## config.mk

```make
export PLATFORM = sky130hd
export DESIGN_NAME = peripheral_irq_flag_bank
export DESIGN_NICKNAME = d
export VERILOG_FILES = /design/src/hdl/flag_register.v /design/src/hdl/peripheral_irq_flag_bank.v
export VERILOG_INCLUDE_DIRS = /design/src /design/src/shared
export SDC_FILE = /design/constraint.sdc
export NUM_CORES = 1
export LEC_CHECK = 0
export CAP_MARGIN = 10
export CORE_MARGIN = 2
export CORE_UTILIZATION = 30
export DETAILED_ROUTE_END_ITERATION = 8
export DONT_BUFFER_PORTS = 1
export PLACE_DENSITY = 0.51
export SLEW_MARGIN = 40
export SYNTH_ARGS = -nofsm -noshare
export SYNTH_HDL_FRONTEND = slang
export SYNTH_SLANG_ARGS = --single-unit
```

## constraint.sdc

```tcl
create_clock -name pclk -period 6.6 [get_ports pclk]
set_input_delay 0.66 -clock pclk [delete_from_list [all_inputs] [get_ports pclk]]
set_output_delay 0.66 -clock pclk [all_outputs]
set_load 0.02 [all_outputs]
```

## src/shared/irq_flag_bank_map.vh

```
// What this block does
// - each request flag is set by its source event whatever its enable bit is.
// - a set flag stays set until software clears it, except the summary bit, which follows its source; a clear flag means no event since the clear.
// - every request flag except the live summary bit is 0 after reset.
// - each external interrupt takes its pin from its own pin-select register.
// - first register bit 4 is channel 1 source count, bits 3..1 external 2..0, bit 0 software.
// - index 0x46A holds channel 2 flags in bits 3..0 and channel 3 in bits 7..4.
// - index 0x46B holds tuning, scanner, checksum, nonvolatile, then channel 4 flags in 3..0.
// - index 0x46C holds timer1 gate, timer1, timer0, summary, supply 3, supply 2, osc, switch.
// - the first register is at index 0x469 with channel 1 abort, overrun, dest count in 7..5.
`ifndef IRQ_FLAG_BANK_MAP_VH
`define IRQ_FLAG_BANK_MAP_VH

// ----------------------------------------------------------------
// register indices (byte address is four times the index)
// ----------------------------------------------------------------
`define IDX_DMA1_EXTERNAL_SOFT_FLAGS 12'h469
`define IDX_DMA_CH2_CH3_EVENT_FLAGS  12'h46a
`define IDX_SYSTEM_DMA4_EVENT_FLAGS  12'h46b
`define IDX_TIMER_CLOCK_SUPPLY_FLAGS 12'h46c
`define IDX_IRQ_STATUS               12'h480
`define IDX_IRQ_CLEAR                12'h481
`define IDX_IRQ_ENABLE               12'h482
`define IDX_EXT_PIN_SELECT0          12'h483
`define IDX_EXT_PIN_SELECT1          12'h484
`define IDX_EXT_PIN_SELECT2          12'h485

// ----------------------------------------------------------------
// field layout
// ----------------------------------------------------------------
`define DMA_ABORT_BIT        3
`define DMA_OVERRUN_BIT      2
`define DMA_DEST_COUNT_BIT   1
`define DMA_SOURCE_COUNT_BIT 0
`define SOFTWARE_REQUEST_BIT 0
`define PIN_CHANGE_SUMMARY_BIT 4
`define SEL_WIDTH            3

// bits that hold storage; the summary bit is a live read-only view
`define WRITABLE_REG0 8'hff
`define WRITABLE_REG1 8'hff
`define WRITABLE_REG2 8'hff
`define WRITABLE_REG3 8'hef

// ----------------------------------------------------------------
// reset values
// ----------------------------------------------------------------
`define IRQ_FLAG_RESET   8'h00
`define IRQ_ENABLE_RESET 32'h00000000
`define EXT_SEL_RESET    3'h0

`endif

```

## src/hdl/flag_register.v

```verilog
`timescale 1ns/1ps
`include "irq_flag_bank_map.vh"

// one byte of sticky request flags
module flag_register #(
    parameter [7:0] WRITABLE = 8'hff
) (
    // clock and reset
    input  wire       pclk,
    input  wire       presetn,
    // hardware events and software access
    input  wire [7:0] hw_set,
    input  wire       sw_write,
    input  wire [7:0] sw_data,
    input  wire [7:0] sw_clear,
    // stored flags
    output reg  [7:0] flags
);

    reg [7:0] next_flags;

    // software first, then events on top so a same-cycle event is never lost
    always @* begin
        next_flags = flags & ~sw_clear;
        if (sw_write) begin
            next_flags = sw_data;
        end
        next_flags = (next_flags | hw_set) & WRITABLE;
    end

    // hardware never clears a flag on its own
    always @(posedge pclk or negedge presetn) begin
        if (!presetn) begin
            flags <= `IRQ_FLAG_RESET;
        end else begin
            flags <= next_flags;
        end
    end

endmodule

```

## src/hdl/peripheral_irq_flag_bank.v

```verilog
// The APB register port was decided locally.
`timescale 1ns/1ps
`include "irq_flag_bank_map.vh"

module peripheral_irq_flag_bank (
    // clock and reset
    input  wire        pclk,
    input  wire        presetn,
    // apb slave
    input  wire        psel,
    input  wire        penable,
    input  wire        pwrite,
    input  wire [15:0] paddr,
    input  wire [31:0] pwdata,
    input  wire [3:0]  pstrb,
    output wire        pready,
    output wire        pslverr,
    output reg  [31:0] prdata,
    // dma channel events: abort, overrun, dest count, source count
    input  wire [3:0]  dma_ch1_events,
    input  wire [3:0]  dma_ch2_events,
    input  wire [3:0]  dma_ch3_events,
    input  wire [3:0]  dma_ch4_events,
    // external interrupt pins
    input  wire [7:0]  gpio_pins,
    // system events
    input  wire        clock_tuning_event,
    input  wire        memory_scanner_event,
    input  wire        checksum_unit_event,
    input  wire        nonvolatile_memory_event,
    input  wire        timer1_gate_event,
    input  wire        timer1_event,
    input  wire        timer0_event,
    input  wire        pin_change_summary,
    input  wire        supply_domain3_event,
    input  wire        supply_domain2_event,
    input  wire        oscillator_failure_event,
    input  wire        clock_switch_event,
    // towards the processor interrupt logic
    output wire [31:0] irq_requests,
    output wire        irq
);

    // ----------------------------------------------------------------
    // apb decode
    // ----------------------------------------------------------------
    wire [11:0] word_index;
    wire        setup_phase;
    wire        access_phase;
    wire        hit;
    wire        bus_write;
    wire        lane0_write;

    assign word_index   = paddr[13:2];
    assign setup_phase  = psel & ~penable;
    assign access_phase = psel & penable;

    // every register answers at once; no wait states are ever inserted
    assign pready = 1'b1;

    // only aligned words at known indices; paddr[15:14] is not decoded, so the 14-bit window repeats
    assign hit = (paddr[1:0] == 2'b00) & (
                 (word_index == `IDX_DMA1_EXTERNAL_SOFT_FLAGS) |
                 (word_index == `IDX_DMA_CH2_CH3_EVENT_FLAGS) |
                 (word_index == `IDX_SYSTEM_DMA4_EVENT_FLAGS) |
                 (word_index == `IDX_TIMER_CLOCK_SUPPLY_FLAGS) |
                 (word_index == `IDX_IRQ_STATUS) |
                 (word_index == `IDX_IRQ_CLEAR) |
                 (word_index == `IDX_IRQ_ENABLE) |
                 (word_index == `IDX_EXT_PIN_SELECT0) |
                 (word_index == `IDX_EXT_PIN_SELECT1) |
                 (word_index == `IDX_EXT_PIN_SELECT2));

    assign pslverr     = access_phase & ~hit;
    assign bus_write   = access_phase & pwrite & hit;
    assign lane0_write = bus_write & pstrb[0];

    // ----------------------------------------------------------------
    // write strobes
    // ----------------------------------------------------------------
    wire        wr_reg0;
    wire        wr_reg1;
    wire        wr_reg2;
    wire        wr_reg3;
    wire        wr_clear;
    wire        wr_sel0;
    wire        wr_sel1;
    wire        wr_sel2;
    wire [31:0] lane_mask;
    wire [31:0] clear_bits;

    assign wr_reg0  = lane0_write & (word_index == `IDX_DMA1_EXTERNAL_SOFT_FLAGS);
    assign wr_reg1  = lane0_write & (word_index == `IDX_DMA_CH2_CH3_EVENT_FLAGS);
    assign wr_reg2  = lane0_write & (word_index == `IDX_SYSTEM_DMA4_EVENT_FLAGS);
    assign wr_reg3  = lane0_write & (word_index == `IDX_TIMER_CLOCK_SUPPLY_FLAGS);
    assign wr_clear = bus_write & (word_index == `IDX_IRQ_CLEAR);
    assign wr_sel0  = lane0_write & (word_index == `IDX_EXT_PIN_SELECT0);
    assign wr_sel1  = lane0_write & (word_index == `IDX_EXT_PIN_SELECT1);
    assign wr_sel2  = lane0_write & (word_index == `IDX_EXT_PIN_SELECT2);

    // byte strobes widened to a bit mask for the 32-bit registers
    assign lane_mask = {{8{pstrb[3]}}, {8{pstrb[2]}}, {8{pstrb[1]}}, {8{pstrb[0]}}};

    // write-one-to-clear view of all four flag bytes
    assign clear_bits = wr_clear ? (pwdata & lane_mask) : 32'h00000000;

    // ----------------------------------------------------------------
    // external pin selection
    // ----------------------------------------------------------------
    reg  [`SEL_WIDTH-1:0] ext_pin_select [0:2];
    reg  [2:0]            ext_pin_prev;
    wire [2:0]            ext_pin_level;
    wire [2:0]            ext_pin_edge;

    // each channel looks only at the pin its own select names
    assign ext_pin_level[0] = gpio_pins[ext_pin_select[0]];
    assign ext_pin_level[1] = gpio_pins[ext_pin_select[1]];
    assign ext_pin_level[2] = gpio_pins[ext_pin_select[2]];

    // rising edge; a select change onto a high pin also counts as an edge,
    // so software should reselect with the enable off and then clear the flag
    assign ext_pin_edge = ext_pin_level & ~ext_pin_prev;

    // select registers and edge history
    always @(posedge pclk or negedge presetn) begin
        if (!presetn) begin
            ext_pin_select[0] <= `EXT_SEL_RESET;
            ext_pin_select[1] <= `EXT_SEL_RESET;
            ext_pin_select[2] <= `EXT_SEL_RESET;
            ext_pin_prev      <= 3'b000;
        end else begin
            if (wr_sel0) begin
                ext_pin_select[0] <= pwdata[`SEL_WIDTH-1:0];
            end
            if (wr_sel1) begin
                ext_pin_select[1] <= pwdata[`SEL_WIDTH-1:0];
            end
            if (wr_sel2) begin
                ext_pin_select[2] <= pwdata[`SEL_WIDTH-1:0];
            end
            ext_pin_prev <= ext_pin_level;
        end
    end

    // ----------------------------------------------------------------
    // event vectors per flag register
    // ----------------------------------------------------------------
    wire [7:0] set_reg0;
    wire [7:0] set_reg1;
    wire [7:0] set_reg2;
    wire [7:0] set_reg3;

    // software request bit has no hardware source
    assign set_reg0 = {dma_ch1_events, ext_pin_edge, 1'b0};
    assign set_reg1 = {dma_ch3_events, dma_ch2_events};
    assign set_reg2 = {clock_tuning_event, memory_scanner_event,
                       checksum_unit_event, nonvolatile_memory_event,
                       dma_ch4_events};
    assign set_reg3 = {timer1_gate_event, timer1_event, timer0_event, 1'b0,
                       supply_domain3_event, supply_domain2_event,
                       oscillator_failure_event, clock_switch_event};

    // ----------------------------------------------------------------
    // flag storage
    // ----------------------------------------------------------------
    wire [7:0] dma1_external_soft_flags;
    wire [7:0] dma_ch2_ch3_event_flags;
    wire [7:0] system_dma4_event_flags;
    wire [7:0] timer_clock_flags_stored;
    wire [7:0] timer_clock_supply_flags;
    wire [31:0] all_flags;

    flag_register #(.WRITABLE(`WRITABLE_REG0)) u_reg0 (
        .pclk     (pclk),
        .presetn  (presetn),
        .hw_set   (set_reg0),
        .sw_write (wr_reg0),
        .sw_data  (pwdata[7:0]),
        .sw_clear (clear_bits[7:0]),
        .flags    (dma1_external_soft_flags)
    );

    flag_register #(.WRITABLE(`WRITABLE_REG1)) u_reg1 (
        .pclk     (pclk),
        .presetn  (presetn),
        .hw_set   (set_reg1),
        .sw_write (wr_reg1),
        .sw_data  (pwdata[7:0]),
        .sw_clear (clear_bits[15:8]),
        .flags    (dma_ch2_ch3_event_flags)
    );

    flag_register #(.WRITABLE(`WRITABLE_REG2)) u_reg2 (
        .pclk     (pclk),
        .presetn  (presetn),
        .hw_set   (set_reg2),
        .sw_write (wr_reg2),
        .sw_data  (pwdata[7:0]),
        .sw_clear (clear_bits[23:16]),
        .flags    (system_dma4_event_flags)
    );

    flag_register #(.WRITABLE(`WRITABLE_REG3)) u_reg3 (
        .pclk     (pclk),
        .presetn  (presetn),
        .hw_set   (set_reg3),
        .sw_write (wr_reg3),
        .sw_data  (pwdata[7:0]),
        .sw_clear (clear_bits[31:24]),
        .flags    (timer_clock_flags_stored)
    );

    // summary bit is the live pin-change state; it clears at its source only
    assign timer_clock_supply_flags = timer_clock_flags_stored |
        ({7'h00, pin_change_summary} << `PIN_CHANGE_SUMMARY_BIT);

    assign all_flags = {timer_clock_supply_flags, system_dma4_event_flags,
                        dma_ch2_ch3_event_flags, dma1_external_soft_flags};

    // ----------------------------------------------------------------
    // enable and request outputs
    // ----------------------------------------------------------------
    reg [31:0] irq_enable;

    // software is expected to clear a flag before enabling it, otherwise a
    // stale event is raised the moment the enable goes high
    always @(posedge pclk or negedge presetn) begin
        if (!presetn) begin
            irq_enable <= `IRQ_ENABLE_RESET;
        end else if (bus_write & (word_index == `IDX_IRQ_ENABLE)) begin
            irq_enable <= (irq_enable & ~lane_mask) | (pwdata & lane_mask);
        end
    end

    // gating happens outside the flags, so flags latch regardless of enable
    assign irq_requests = all_flags & irq_enable;
    assign irq          = |irq_requests;

    // ----------------------------------------------------------------
    // read data
    // ----------------------------------------------------------------
    reg [31:0] next_rdata;

    // read mux; clear register and unmapped words read as zero
    always @* begin
        next_rdata = 32'h00000000;
        case (word_index)
            `IDX_DMA1_EXTERNAL_SOFT_FLAGS: begin
                next_rdata = {24'h000000, dma1_external_soft_flags};
            end
            `IDX_DMA_CH2_CH3_EVENT_FLAGS: begin
                next_rdata = {24'h000000, dma_ch2_ch3_event_flags};
            end
            `IDX_SYSTEM_DMA4_EVENT_FLAGS: begin
                next_rdata = {24'h000000, system_dma4_event_flags};
            end
            `IDX_TIMER_CLOCK_SUPPLY_FLAGS: begin
                next_rdata = {24'h000000, timer_clock_supply_flags};
            end
            `IDX_IRQ_STATUS: begin
                next_rdata = all_flags;
            end
            `IDX_IRQ_ENABLE: begin
                next_rdata = irq_enable;
            end
            `IDX_EXT_PIN_SELECT0: begin
                next_rdata = {29'h00000000, ext_pin_select[0]};
            end
            `IDX_EXT_PIN_SELECT1: begin
                next_rdata = {29'h00000000, ext_pin_select[1]};
            end
            `IDX_EXT_PIN_SELECT2: begin
                next_rdata = {29'h00000000, ext_pin_select[2]};
            end
            default: begin
                next_rdata = 32'h00000000;
            end
        endcase
        if (paddr[1:0] != 2'b00) begin
            next_rdata = 32'h00000000;
        end
    end

    // captured in the setup cycle so prdata is a flop during the access cycle;
    // an event landing between the two cycles shows on the next read
    always @(posedge pclk or negedge presetn) begin
        if (!presetn) begin
            prdata <= 32'h00000000;
        end else if (setup_phase & ~pwrite) begin
            prdata <= next_rdata;
        end
    end

endmodule

```

# After elaboration in Yosys (flattened, before gate mapping)

Cells that the tools add are included.

Register bits after elaboration: 107
Output and inout bits: 67
Bits of input ports: 93

Bitwise operators: 49
Equality and inequality tests: 10
Magnitude comparators: 3
Muxes and demuxes: 13
Reductions and logical operators: 3

Operators with widths:

| cell                   | count |
|---|---|
| $pmux W32 S9           | 1 |
| $eq A12 B11 Y1 const B | 10 |
| $and A32 B32 Y32       | 3 |
| $mux W32               | 2 |
| $and A8 B8 Y8          | 4 |
| $mux W8                | 4 |
| $not A32 Y32           | 1 |
| $not A8 Y8             | 4 |
| $or A32 B32 Y32        | 1 |
| $or A8 B8 Y8           | 4 |
| $reduce_or A32 Y1      | 1 |
| $and A1 B1 Y1          | 17 |
| $lt A3 B4 Y1 const B   | 3 |
| $bmux W1 S3            | 3 |
| $or A1 B1 Y1           | 9 |
| $or A8 B5 Y8           | 1 |
| $and A3 B3 Y3          | 1 |
| $mux W1                | 3 |
| $not A1 Y1             | 3 |
| $not A3 Y3             | 1 |
| $logic_not A2 Y1       | 1 |
| $reduce_bool A2 Y1     | 1 |

# Logic depth before layout (Yosys ltp)

Gate-level depths: netlist of the first run.

Depth after elaboration: 18
Depth in mapped cells: 8
Mapped depth without buffers: 5

# Hierarchy

Synthesis of the first run repeated with hierarchy kept, for this count alone.

Cell total of the unflattened synthesis: 542
Area total of the unflattened synthesis: 5748.0 µm²

Modules (own cells, without submodules):

| module                      | times used | area each (µm²) | cells each |
|---|---|---|---|
| peripheral_irq_flag_bank    | 1          | 4411.7          | 416 |
| flag_register at u_reg0 ... | 3          | 341.6           | 32 |
| flag_register at u_reg3     | 1          | 311.5           | 30 |

# Worst setup path before layout of the first run

OpenSTA, ideal clock, no wires.

Path type: register -> output
From: register u_reg3.flags[2]
To: output irq
Setup slack: 3.784 ns
Data required time: 5.940 ns
Data arrival time: 2.156 ns
Stages on the path, launching flop included: 5
Cell sequence: dfrtp_1 and2_1 or4_1 or4_1 or4_1

Cells in the longest elaborated chain, start to end: 3

RTL lines:

| what                       | RTL line                       | text |
|---|---|---|
| start, declared            | flag_register.v:17             | `output reg [7:0] flags` |
| start signal, assigned     | flag_register.v:34             | `` flags <= `IRQ_FLAG_RESET; `` |
| start signal, assigned     | flag_register.v:36             | `flags <= next_flags;` |
| $or A8 B5 Y8               | peripheral_irq_flag_bank.v:214 | `assign timer_clock_supply_flags = timer_clock_flags_stored \|` |
| $and A32 B32 Y32           | peripheral_irq_flag_bank.v:236 | `assign irq_requests = all_flags & irq_enable;` |
| named net irq_requests[26] | peripheral_irq_flag_bank.v:40  | `output wire [31:0] irq_requests,` |
| $reduce_or A32 Y1          | peripheral_irq_flag_bank.v:237 | `assign irq = \|irq_requests;` |
| end, declared              | peripheral_irq_flag_bank.v:41  | `output wire irq` |

The timed path passes the listed nets, and every way through them passes these cells.

# Worst setup path after layout of the first run

Ends and elaborated chain as after synthesis.

==> flow_summary_export.csv, run 1 <==
group,metric,value,unit
status,status,"finished clean",
finish,fin_util,33.66,%
drt,wl,19180,um
critical_path,path_class,"reg2out",
clock_tree,cts_root_buffer,"clkbuf_16",
die,core_area,0.01864,sq mm
logic_synthesis,synth-compound-area-share,19.77,%
logic_synthesis,synthXorXnorAreaFrac,0,%
logic_synthesis,synthSimpleGateAreaFrac,17.19,%
logic_synthesis,yosysTopAreaCell,"dfrtp_1",
logic_synthesis,ys_warn_count,0,
logic_synthesis,synthAdderAreaFrac,0,%
drt,drt_iter0_markers,345,
timing,hold_viol,0,
timing,whs,0.2537,ns
timing,tightestPinTransition,0.7519,ns
critical_path,start_kind,"flip-flop",
pwr,ir_drop,93.59,uV
timing,fin_crit,3.514,ns
die,design.die.area,0.02004,sq mm
place,pre_cts_ws,3.444,ns
critical_path,reg2regPathDepth,4,
clock_tree,cts_buffers,9,
logic_synthesis,synth_top_area_share,47.16,%
place,globalplace.congestion,0.8932,
timing,finalSetupViolations,0,
global_route,grt_first_pass_wirelength,28340,um
flow_run,maxCapViolations,0,
pwr,leakage,0.002550,uW
logic_synthesis,yosys-top-cells-area,"dfrtp_1 47%, mux2_2 8.7%, o21ai_0 3.9%, and2_1 3.9%, a22oi_1 3.7%",
global_route,grt_max_degree,108,
finish,syn2layout_area_growth,10.53,%
logic_synthesis,synth_top_family_by_area,"compound AO/OA/AOI/OAI gates",
clock_tree,clk_pin_slew,0.07,ns
clock_tree,h-tree-depth,3,
logic_synthesis,synthCells,542,
timing,max_slew_margin,49.60,%
die,io_pins,160,
pwr,sw_frac_of_total,22.23,%
logic_synthesis,synth_enable_flop_cells,0,
finish,drive_above_1_share,17.26,%
global_route,overflow,0,
place,io_buffer_count,0,
timing,finalSetupTns,0,ns
timing,fin_crit_sh,53.24,%
place,placedCellCount,749,
pwr,pwr-share-comb,3.5,%
finish,diodes,0,
drt,viasPerCell,5.890,
global_route,grt_pass1_vias,4552,
logic_synthesis,synth_cell_types,53,
finish,fill_cells,1874,
clock_tree,clk_latency,0.36,ns
drt,drt_pass1_iterations,5,
clock_tree,cts.sinks,107,
clock_tree,cts_setup_buffers,0,
die,initial_utilization,30.46,%
finish,finish.net_count,621,
die,die_x,141.6,um
pwr,intPower,1006,uW
pwr,p_seq_share,50.7,%
finish,stdcell_count,767,
drt,drc,0,
drt,vias,4518,
critical_path,cp_data_arrival_time,2.85,ns
timing,postLayoutSetupSlackWorst,3.086,ns
critical_path,endpoint_kind,"output port",
pwr,pwr-share-clk,45.8,%
logic_synthesis,ys_seq_area_share,47.16,%
critical_path,critPathMaxFanout,4,
clock_tree,cts-resized-gates,0,
clock_tree,cts_tree,"done",
timing,maxSlewViolCount,0,
logic_synthesis,synth_flop_cell,"dfrtp_1",
drt,avgRoutedWirePerCell,25.01,um
timing,skew,0.004206,ns
pwr,powerDensity,206.2,mW/mm^2
clock_tree,clockBufferDepth,2,
logic_synthesis,syn_nets,635,
logic_synthesis,syn_area,0.005678,sq mm
place,post-dp-hpwl,14550,um
critical_path,cp_data_required_time,5.94,ns
drt,antenna_left,0,
logic_synthesis,async_flop_share,100.0,%
die,rows,50,
logic_synthesis,syn_avg_cell_area,10.48,sq um
global_route,gr-usage-all-layers,19.18,%
worst_hold_path,hold_class,"in2async",
logic_synthesis,synth-seq-cells,107,
logic_synthesis,synth_mux_area_share,12.16,%
pwr,p_switching,287.7,uW
timing,rsz0062_at_grt,"false",
die,die_y,141.6,um
timing,max_freq,284.6,MHz
global_route,antenna_found_initial,0,
==> per-stage QoR <==
step,power (uW),area [sq um]
3_5_place_dp,697.8,5888
3_3_place_gp,697.2,5863
6_report,1294,6276
5_1_grt,1338,6276
2_1_floorplan,697.8,5678
4_1_cts,1307,6242
==> final cells by class <==
class / count / area (sq um) / share of cell area (%)
multi-input combinational: 387 / 2830 / 45.10
sequential: 107 / 2678 / 42.66
tap: 234 / 292.8 / 4.665
clock buffer: 9 / 225.2 / 3.589
clock inverter: 7 / 101.3 / 1.615
timing repair buffer: 6 / 85.08 / 1.356
inverter: 17 / 63.81 / 1.017
==> per-layer routing <==
metal / global-route usage [%] / up-vias / part of all wire [%]
met5: 0 / - / 0
met4: 6.579 / 0 / 2.2
met3: 8.876 / 24 / 12
met2: 30.02 / 198 / 46
met1: 23.39 / 2276 / 39
li1: - / 2020 / -
==> synthesized netlist by cell type, types with 6 or more instances <==
| library cell | number |
|---|---|
| nor2_1 | 17 |
| or2_2 | 6 |
| clkbuf_1 | 16 |
| inv_1 | 17 |
| and2_1 | 35 |
| a211oi_1 | 9 |
| a221oi_1 | 15 |
| nand2_1 | 43 |
| a21oi_1 | 11 |
| o21ai_0 | 44 |
| mux4_2 | 6 |
| mux2i_1 | 6 |
| nand3_1 | 15 |
| mux2_2 | 44 |
| or4_1 | 9 |
| nor3_1 | 9 |
| a22oi_1 | 28 |
| buf_2 | 7 |
| a211o_1 | 18 |
| dfrtp_1 | 107 |
| a31oi_1 | 8 |
| a22o_1 | 7 |
==> cells by family (layout without fill, tap and decap cells) <==
| group | Yosys count | count (layout) |
|---|---|---|
| DFF | 107 | 107 |
| buffers and inverters | 48 | 39 |
| other | 1 | 1 |
| AOI/OAI and AO/OA | 160 | 160 |
| and+or+nand+nor | 170 | 170 |
| muxes | 56 | 56 |
==> critical path, cell delays in order, from the launching register on <==
cell and delay [ns]:
dfrtp_1 0.44, and2_1 0.26, or4_1 0.54, or4_1 0.61
or4_1 0.65
==> power by group through the flow <==
stage / Sequential, uW / Combinational (uW) / Clock [uW]
global placement: 669 / 28.0 / 0
CTS: 656 / 44.3 / 607
global route: 656 / 50.2 / 632
detailed placement: 669 / 28.6 / 0
floorplan: 669 / 28.6 / 0
finish: 656 / 45.0 / 593
==> worst paths after layout <==
kind | startpoint | endpoint | slack [ns]
worst max-delay path | u_reg3.flags[2] | irq | 3.09
worst min-delay path | presetn | u_reg3.flags[3] | 0.25
worst max register to register | ext_pin_select[6] | u_reg0.flags[1] | 5.03
worst min register to register | ext_pin_prev[0] | u_reg0.flags[1] | 0.50
max in group asynchronous | presetn | prdata[17] | 5.93
min in group pclk | dma_ch4_events[1] | u_reg2.flags[1] | 0.40
==> cells in the final DEF (no fill, tap or decap), types with 4 or more instances in the layout <==
cell / Yosys / layout
or4_1: 9 / 9
nor2_1: 17 / 17
mux2i_1: 6 / 6
a22o_1: 7 / 7
clkbuf_16: 0 / 9
o21ai_0: 44 / 44
a22oi_1: 28 / 28
a31oi_1: 8 / 8
mux4_2: 6 / 6
a211oi_1: 9 / 9
mux2_2: 44 / 44
a211o_1: 18 / 18
a221oi_1: 15 / 15
o22ai_1: 4 / 4
dfrtp_1: 107 / 107
nand2_1: 43 / 43
a32o_1: 4 / 4
nand3_1: 15 / 15
or2_2: 6 / 6
inv_1: 17 / 17
nor3_1: 9 / 8
a21oi_1: 11 / 11
and2_1: 35 / 35
o31a_1: 4 / 4
buf_4: 1 / 4
or3_1: 5 / 5
==> repair_timing <==
item / CTS / global route
setup endpoints to repair: 0 / 0
hold buffers: 1 / 0
endpoints found under the hold margin: 107 / 0
No activity file was read; power rests on OpenSTA's default activity.
==> inputs of run 2 (changes only) <==
==> constraint.sdc (replaced) <==
create_clock -name pclk -period 3.4 [get_ports pclk]
set_input_delay 0.34 -clock pclk [delete_from_list [all_inputs] [get_ports pclk]]
set_output_delay 0.34 -clock pclk [all_outputs]
set_load 0.02 [all_outputs]
==> run 2 against run 1 <==
Against the previous run: routed wire length grew 1.4%; register-to-register slack lost 3.2 ns; critical path depth is the same; design area shrank 0.42%; clock skew grew 0.0018 ns; sequential power grew 94%; clock-buffer cell count is the same; via count grew 1.2%; combinational power grew 95%; largest cell class unchanged; worst setup slack lost 2.9 ns; global-route usage grew 0.16 points; critical path type unchanged; sequential share of layout area grew 0.18 points.
==> flow_summary_export.csv, run 2 (same netlist as run 1, synthesis figures left out) <==
group,metric,value,unit
status,status,"finished clean",
clock_tree,cts_tree,"done",
timing,maxSlewViolCount,0,
clock_tree,clockBufferDepth,2,
pwr,powerDensity,374.9,mW/mm^2
clock_tree,cts_root_buffer,"clkbuf_16",
drt,drc,0,
global_route,grt_pass1_vias,4543,
timing,hold_viol,0,
timing,skew,0.006048,ns
finish,finish.net_count,630,
finish,syn2layout_area_growth,10.07,%
place,post-dp-hpwl,14810,um
die,initial_utilization,30.46,%
worst_hold_path,hold_class,"in2reg",
timing,finalSetupViolations,0,
finish,fin_util,33.52,%
worst_hold_path,whs_path_depth,1,
clock_tree,clk_latency,0.36,ns
die,core_area,0.01864,sq mm
drt,antenna_left,0,
global_route,antenna_found_initial,0,
timing,max_slew_margin,48.45,%
clock_tree,cts-resized-gates,0,
flow_run,maxCapViolations,0,
critical_path,critPathMaxFanout,4,
finish,final_cell_mix,"107 x dfrtp_1, 44 x o21ai_0, 44 x mux2_2, 43 x nand2_1, 35 x and2_1",
finish,diodes,0,
drt,drt_pass1_iterations,5,
timing,fin_crit,3.200,ns
timing,tightestPinTransition,0.7691,ns
finish,final_common_cell,"dfrtp_1",
clock_tree,cts.sinks,107,
die,rows,50,
critical_path,path_class,"reg2out",
die,die_y,141.6,um
critical_path,endpoint_kind,"output port",
timing,max_freq,312.5,MHz
pwr,leakage,0.002540,uW
critical_path,reg2regPathDepth,4,
die,die_x,141.6,um
global_route,gr-usage-all-layers,19.34,%
timing,finalSetupTns,0,ns
drt,avgRoutedWirePerCell,25.06,um
die,design.die.area,0.02004,sq mm
timing,fin_crit_sh,94.12,%
drt,wl,19450,um
critical_path,cp_data_required_time,3.06,ns
clock_tree,cts_setup_buffers,0,
clock_tree,h-tree-depth,3,
critical_path,cp_data_arrival_time,2.86,ns
clock_tree,cts_buffers,9,
drt,viasPerCell,5.894,
critical_path,start_kind,"flip-flop",
drt,drt_iter0_markers,406,
clock_tree,clk_pin_slew,0.07,ns
drt,vias,4574,
timing,rsz0062_at_grt,"false",
pwr,ir_drop,196.1,uV
die,io_pins,160,
place,globalplace.congestion,0.8921,
timing,whs,0.08153,ns
finish,drive_above_1_share,18.27,%
global_route,grt_first_pass_wirelength,28680,um
global_route,grt_max_degree,108,
global_route,overflow,0,
place,io_buffer_count,0,
run 2: area by class of cell:
class,instances,area [sq um]
Fill cell,1889,12390
Multi-Input combinational cell,387,2810
Sequential cell,107,2678
Tap cell,234,292.8
Clock buffer,9,225.2
Timing Repair Buffer,15,135.1
Inverter,17,63.81
Clock inverter,7,45.04
run 2: worst max-delay path, stage by stage, from the launching register on:
cell and delay, ns:
dfrtp_1 0.43, and2_1 0.26, or4_1 0.55, or4_1 0.61
or4_1 0.65
run 2: metrics by stage:
stage / setup slack, ns / total power, uW / area (sq um) / cells
after detailed placement: 0.5605 / 1356 / 5936 / 758
after global routing: 0.1265 / 2430 / 6250 / 776
after CTS: 0.1672 / 2369 / 6243 / 776
after global placement: 0.5760 / 1356 / 5931 / 758
final: 0.2000 / 2343 / 6250 / 776
after floorplan: 0.9039 / 1355 / 5678 / 542
run 2: worst paths after layout:
check | start | to | slack, ns
worst max-delay path | u_reg3.flags[2] | irq | 0.20
worst min-delay path | memory_scanner_event | u_reg2.flags[6] | 0.08
worst max register to register | ext_pin_select[6] | u_reg0.flags[1] | 1.83
worst min register to register | ext_pin_prev[0] | u_reg0.flags[1] | 0.50
max in group asynchronous | presetn | async pin | 2.40
min in group asynchronous | presetn | prdata[24] | 0.59
run 2: repair_timing:
action | 4_1_cts | 5_1_grt
hold endpoints to repair | 107 | 0
hold buffers | 2 | 0
endpoints found under the setup margin | 0 | 0
run 2: routing by layer:
layer,vias up,global-route usage (%),wire [um]
li1,2032,-,-
met1,2310,23.89,7868
met2,214,31.25,9116
met3,18,8.336,2243
met4,0,4.842,217
met5,-,0,0
run 2: power breakdown:
group / switching, uW / internal, uW
combinational: 58.8 / 28.9
clock: 489 / 493
sequential: 0.327 / 1270
total: 548 / 1800
==> inputs of run 3 (changes only) <==
--- a/config.mk
+++ b/config.mk
@@ -15,4 +15,5 @@
 export SLEW_MARGIN = 40
 export SYNTH_ARGS = -nofsm -noshare
 export SYNTH_HDL_FRONTEND = slang
+export SYNTH_HIERARCHICAL = 1
 export SYNTH_SLANG_ARGS = --single-unit
==> run 3 against run 2 <==
Against the previous run: highest routed layer unchanged; global-route usage decreased by 0.11 points; die area up 1.1%; via count decreased by 2.2%.
==> flow_summary_export.csv, run 3 <==
group,metric,value,unit
status,status,"finished clean",
critical_path,path_class,"reg2out",
drt,vias,4472,
timing,whs,0.09339,ns
finish,final_common_cell,"dfrtp_1",
die,core_area,0.01877,sq mm
clock_tree,cts_buffers,9,
timing,tightestPinTransition,0.7106,ns
pwr,leakage,0.002708,uW
finish,syn2layout_area_growth,10.53,%
die,die_x,142.3,um
critical_path,reg2regPathDepth,5,
clock_tree,clk_pin_slew,0.07,ns
die,io_pins,160,
critical_path,cp_data_required_time,3.06,ns
finish,final_cell_mix,"107 x dfrtp_1, 54 x mux2_2, 54 x o21ai_0, 41 x and2_1, 35 x a21oi_1",
global_route,overflow,0,
global_route,grt_max_degree,108,
logic_synthesis,syn_area,0.005742,sq mm
timing,max_slew_margin,51.96,%
drt,avgRoutedWirePerCell,24.88,um
timing,maxSlewViolCount,0,
clock_tree,h-tree-depth,3,
pwr,p_seq_share,54.8,%
timing,fin_crit,3.264,ns
drt,met2_length,9295,um
worst_hold_path,whs_path_depth,2,
global_route,gr-usage-all-layers,19.23,%
clock_tree,cts_tree,"done",
drt,met1Wirelength,7492,um
logic_synthesis,synthCells,541,
timing,fin_crit_sh,95.99,%
critical_path,critPathMaxFanout,3,
logic_synthesis,syn_nets,634,
drt,viasPerCell,5.704,
pwr,sw_frac_of_total,23.60,%
timing,skew,0.007458,ns
drt,antenna_left,0,
timing,finalSetupViolations,0,
drt,wl,19510,um
drt,drc,0,
die,rows,50,
clock_tree,clk_latency,0.35,ns
flow_run,maxCapViolations,0,
critical_path,rrSetupSlack,1.67,ns
clock_tree,cts.sinks,107,
critical_path,reg2reg_from,"ext_pin_select[6]",
logic_synthesis,syn_avg_cell_area,10.61,sq um
critical_path,endpoint_kind,"output port",
worst_hold_path,whs_endpoint,"u_reg0/flags[6]",
die,die_y,142.3,um
critical_path,start_kind,"flip-flop",
timing,finalSetupTns,0,ns
critical_path,cp_data_arrival_time,2.92,ns
pwr,intPower,1814,uW
timing,rsz0062_at_grt,"false",
clock_tree,cts_setup_buffers,0,
pwr,total_power,2374,uW
drt,drt_pass1_iterations,4,
pwr,pwr-share-clk,41.1,%
logic_synthesis,ys_warn_count,6,
place,io_buffer_count,0,
finish,fin_util,33.81,%
pwr,p_switching,560.2,uW
place,globalplace.congestion,0.8698,
drt,wl_met3,2325,um
drt,top_layer_used,"met4",
place,post-dp-hpwl,14420,um
timing,max_freq,306.4,MHz
finish,drive_above_1_share,21.31,%
pwr,ir_drop,170.7,uV
pwr,powerDensity,374.1,mW/mm^2
clock_tree,clockBufferDepth,2,
worst_hold_path,hp-start,"dma_ch1_events[2]",
clock_tree,cts_root_buffer,"clkbuf_16",
critical_path,timing.rr.end,"u_reg0/flags[1]",
global_route,grt_pass1_vias,4610,
drt,drt_iter0_markers,268,
worst_hold_path,hold_class,"in2reg",
global_route,grt_first_pass_wirelength,28670,um
die,initial_utilization,30.59,%
timing,hold_viol,0,
die,design.die.area,0.02026,sq mm
finish,finish.net_count,637,
pwr,pwr-share-comb,4.2,%
global_route,antenna_found_initial,1,
run 3: cell types whose count changed in the layout (fill, tap and decap cells not counted), sizes merged, moves of 14 or more:
cell / change
a21oi: +23
and3: +20
a221oi: -14
inv: -16
nand2b: +26
a211o: -18
run 3: layout make-up:
type,count,area [sq um]
inverters,1,3.754
clock inverters,6,42.54
multi-input cells,407,2940
repair buffers,18,157.7
well taps,234,292.8
clock buffers,10,229.0
flip-flops and latches,107,2678
fillers,1917,12420
diodes,1,2.502
run 3: worst max-delay path: stages, from the launching register on:
cell      delay [ns]
dfrtp_1         0.39
and2_1          0.27
or4_1           0.61
nor4_1          0.40
buf_4           0.19
nor4bb_1        0.36
nand4_1         0.34
run 3: how the worst max path moves through the flow:
stage,depth (start not counted),slack [ns],to,startpoint
floorplan,7,0.91,u_reg3/flags[5],paddr[11]
global placement,6,0.50,irq,u_reg0/flags[6]
detailed placement,6,0.47,irq,u_reg0/flags[6]
CTS,6,0.07,irq,u_reg0/flags[6]
global route,6,0.06,irq,u_reg0/flags[6]
finish,6,0.14,irq,u_reg0/flags[2]
run 3: layer usage:
layer / vias up / global-route usage (%)
li1: 2001 / -
met1: 2263 / 22.57
met2: 187 / 31.76
met3: 21 / 8.210
met4: 0 / 6.462
met5: - / 0
run 3: metrics by stage:
step                      setup slack, ns  instances  instance area, sq um
final                              0.1364        784                  6346
after global placement             0.4952        765                  6022
after CTS                         0.06572        783                  6331
after floorplan                    0.9101        541                  5742
after global routing              0.05826        783                  6344
after detailed placement           0.4707        765                  6022
run 3: timing repair:
item / in CTS / in global routing
hold endpoints to repair: 107 / 0
hold buffers: 2 / 0
endpoints found under the setup margin: 0 / 0
resized for setup: 0 / 0
run 3: power groups by stage:
stage	sequential, uW	combinational, uW	clock (uW)
2_1_floorplan	1320	63.3	0
3_3_place_gp	1330	67.1	0
3_5_place_dp	1330	68.4	0
4_1_cts	1300	100	1010
5_1_grt	1300	111	1050
6_report	1300	98.6	975
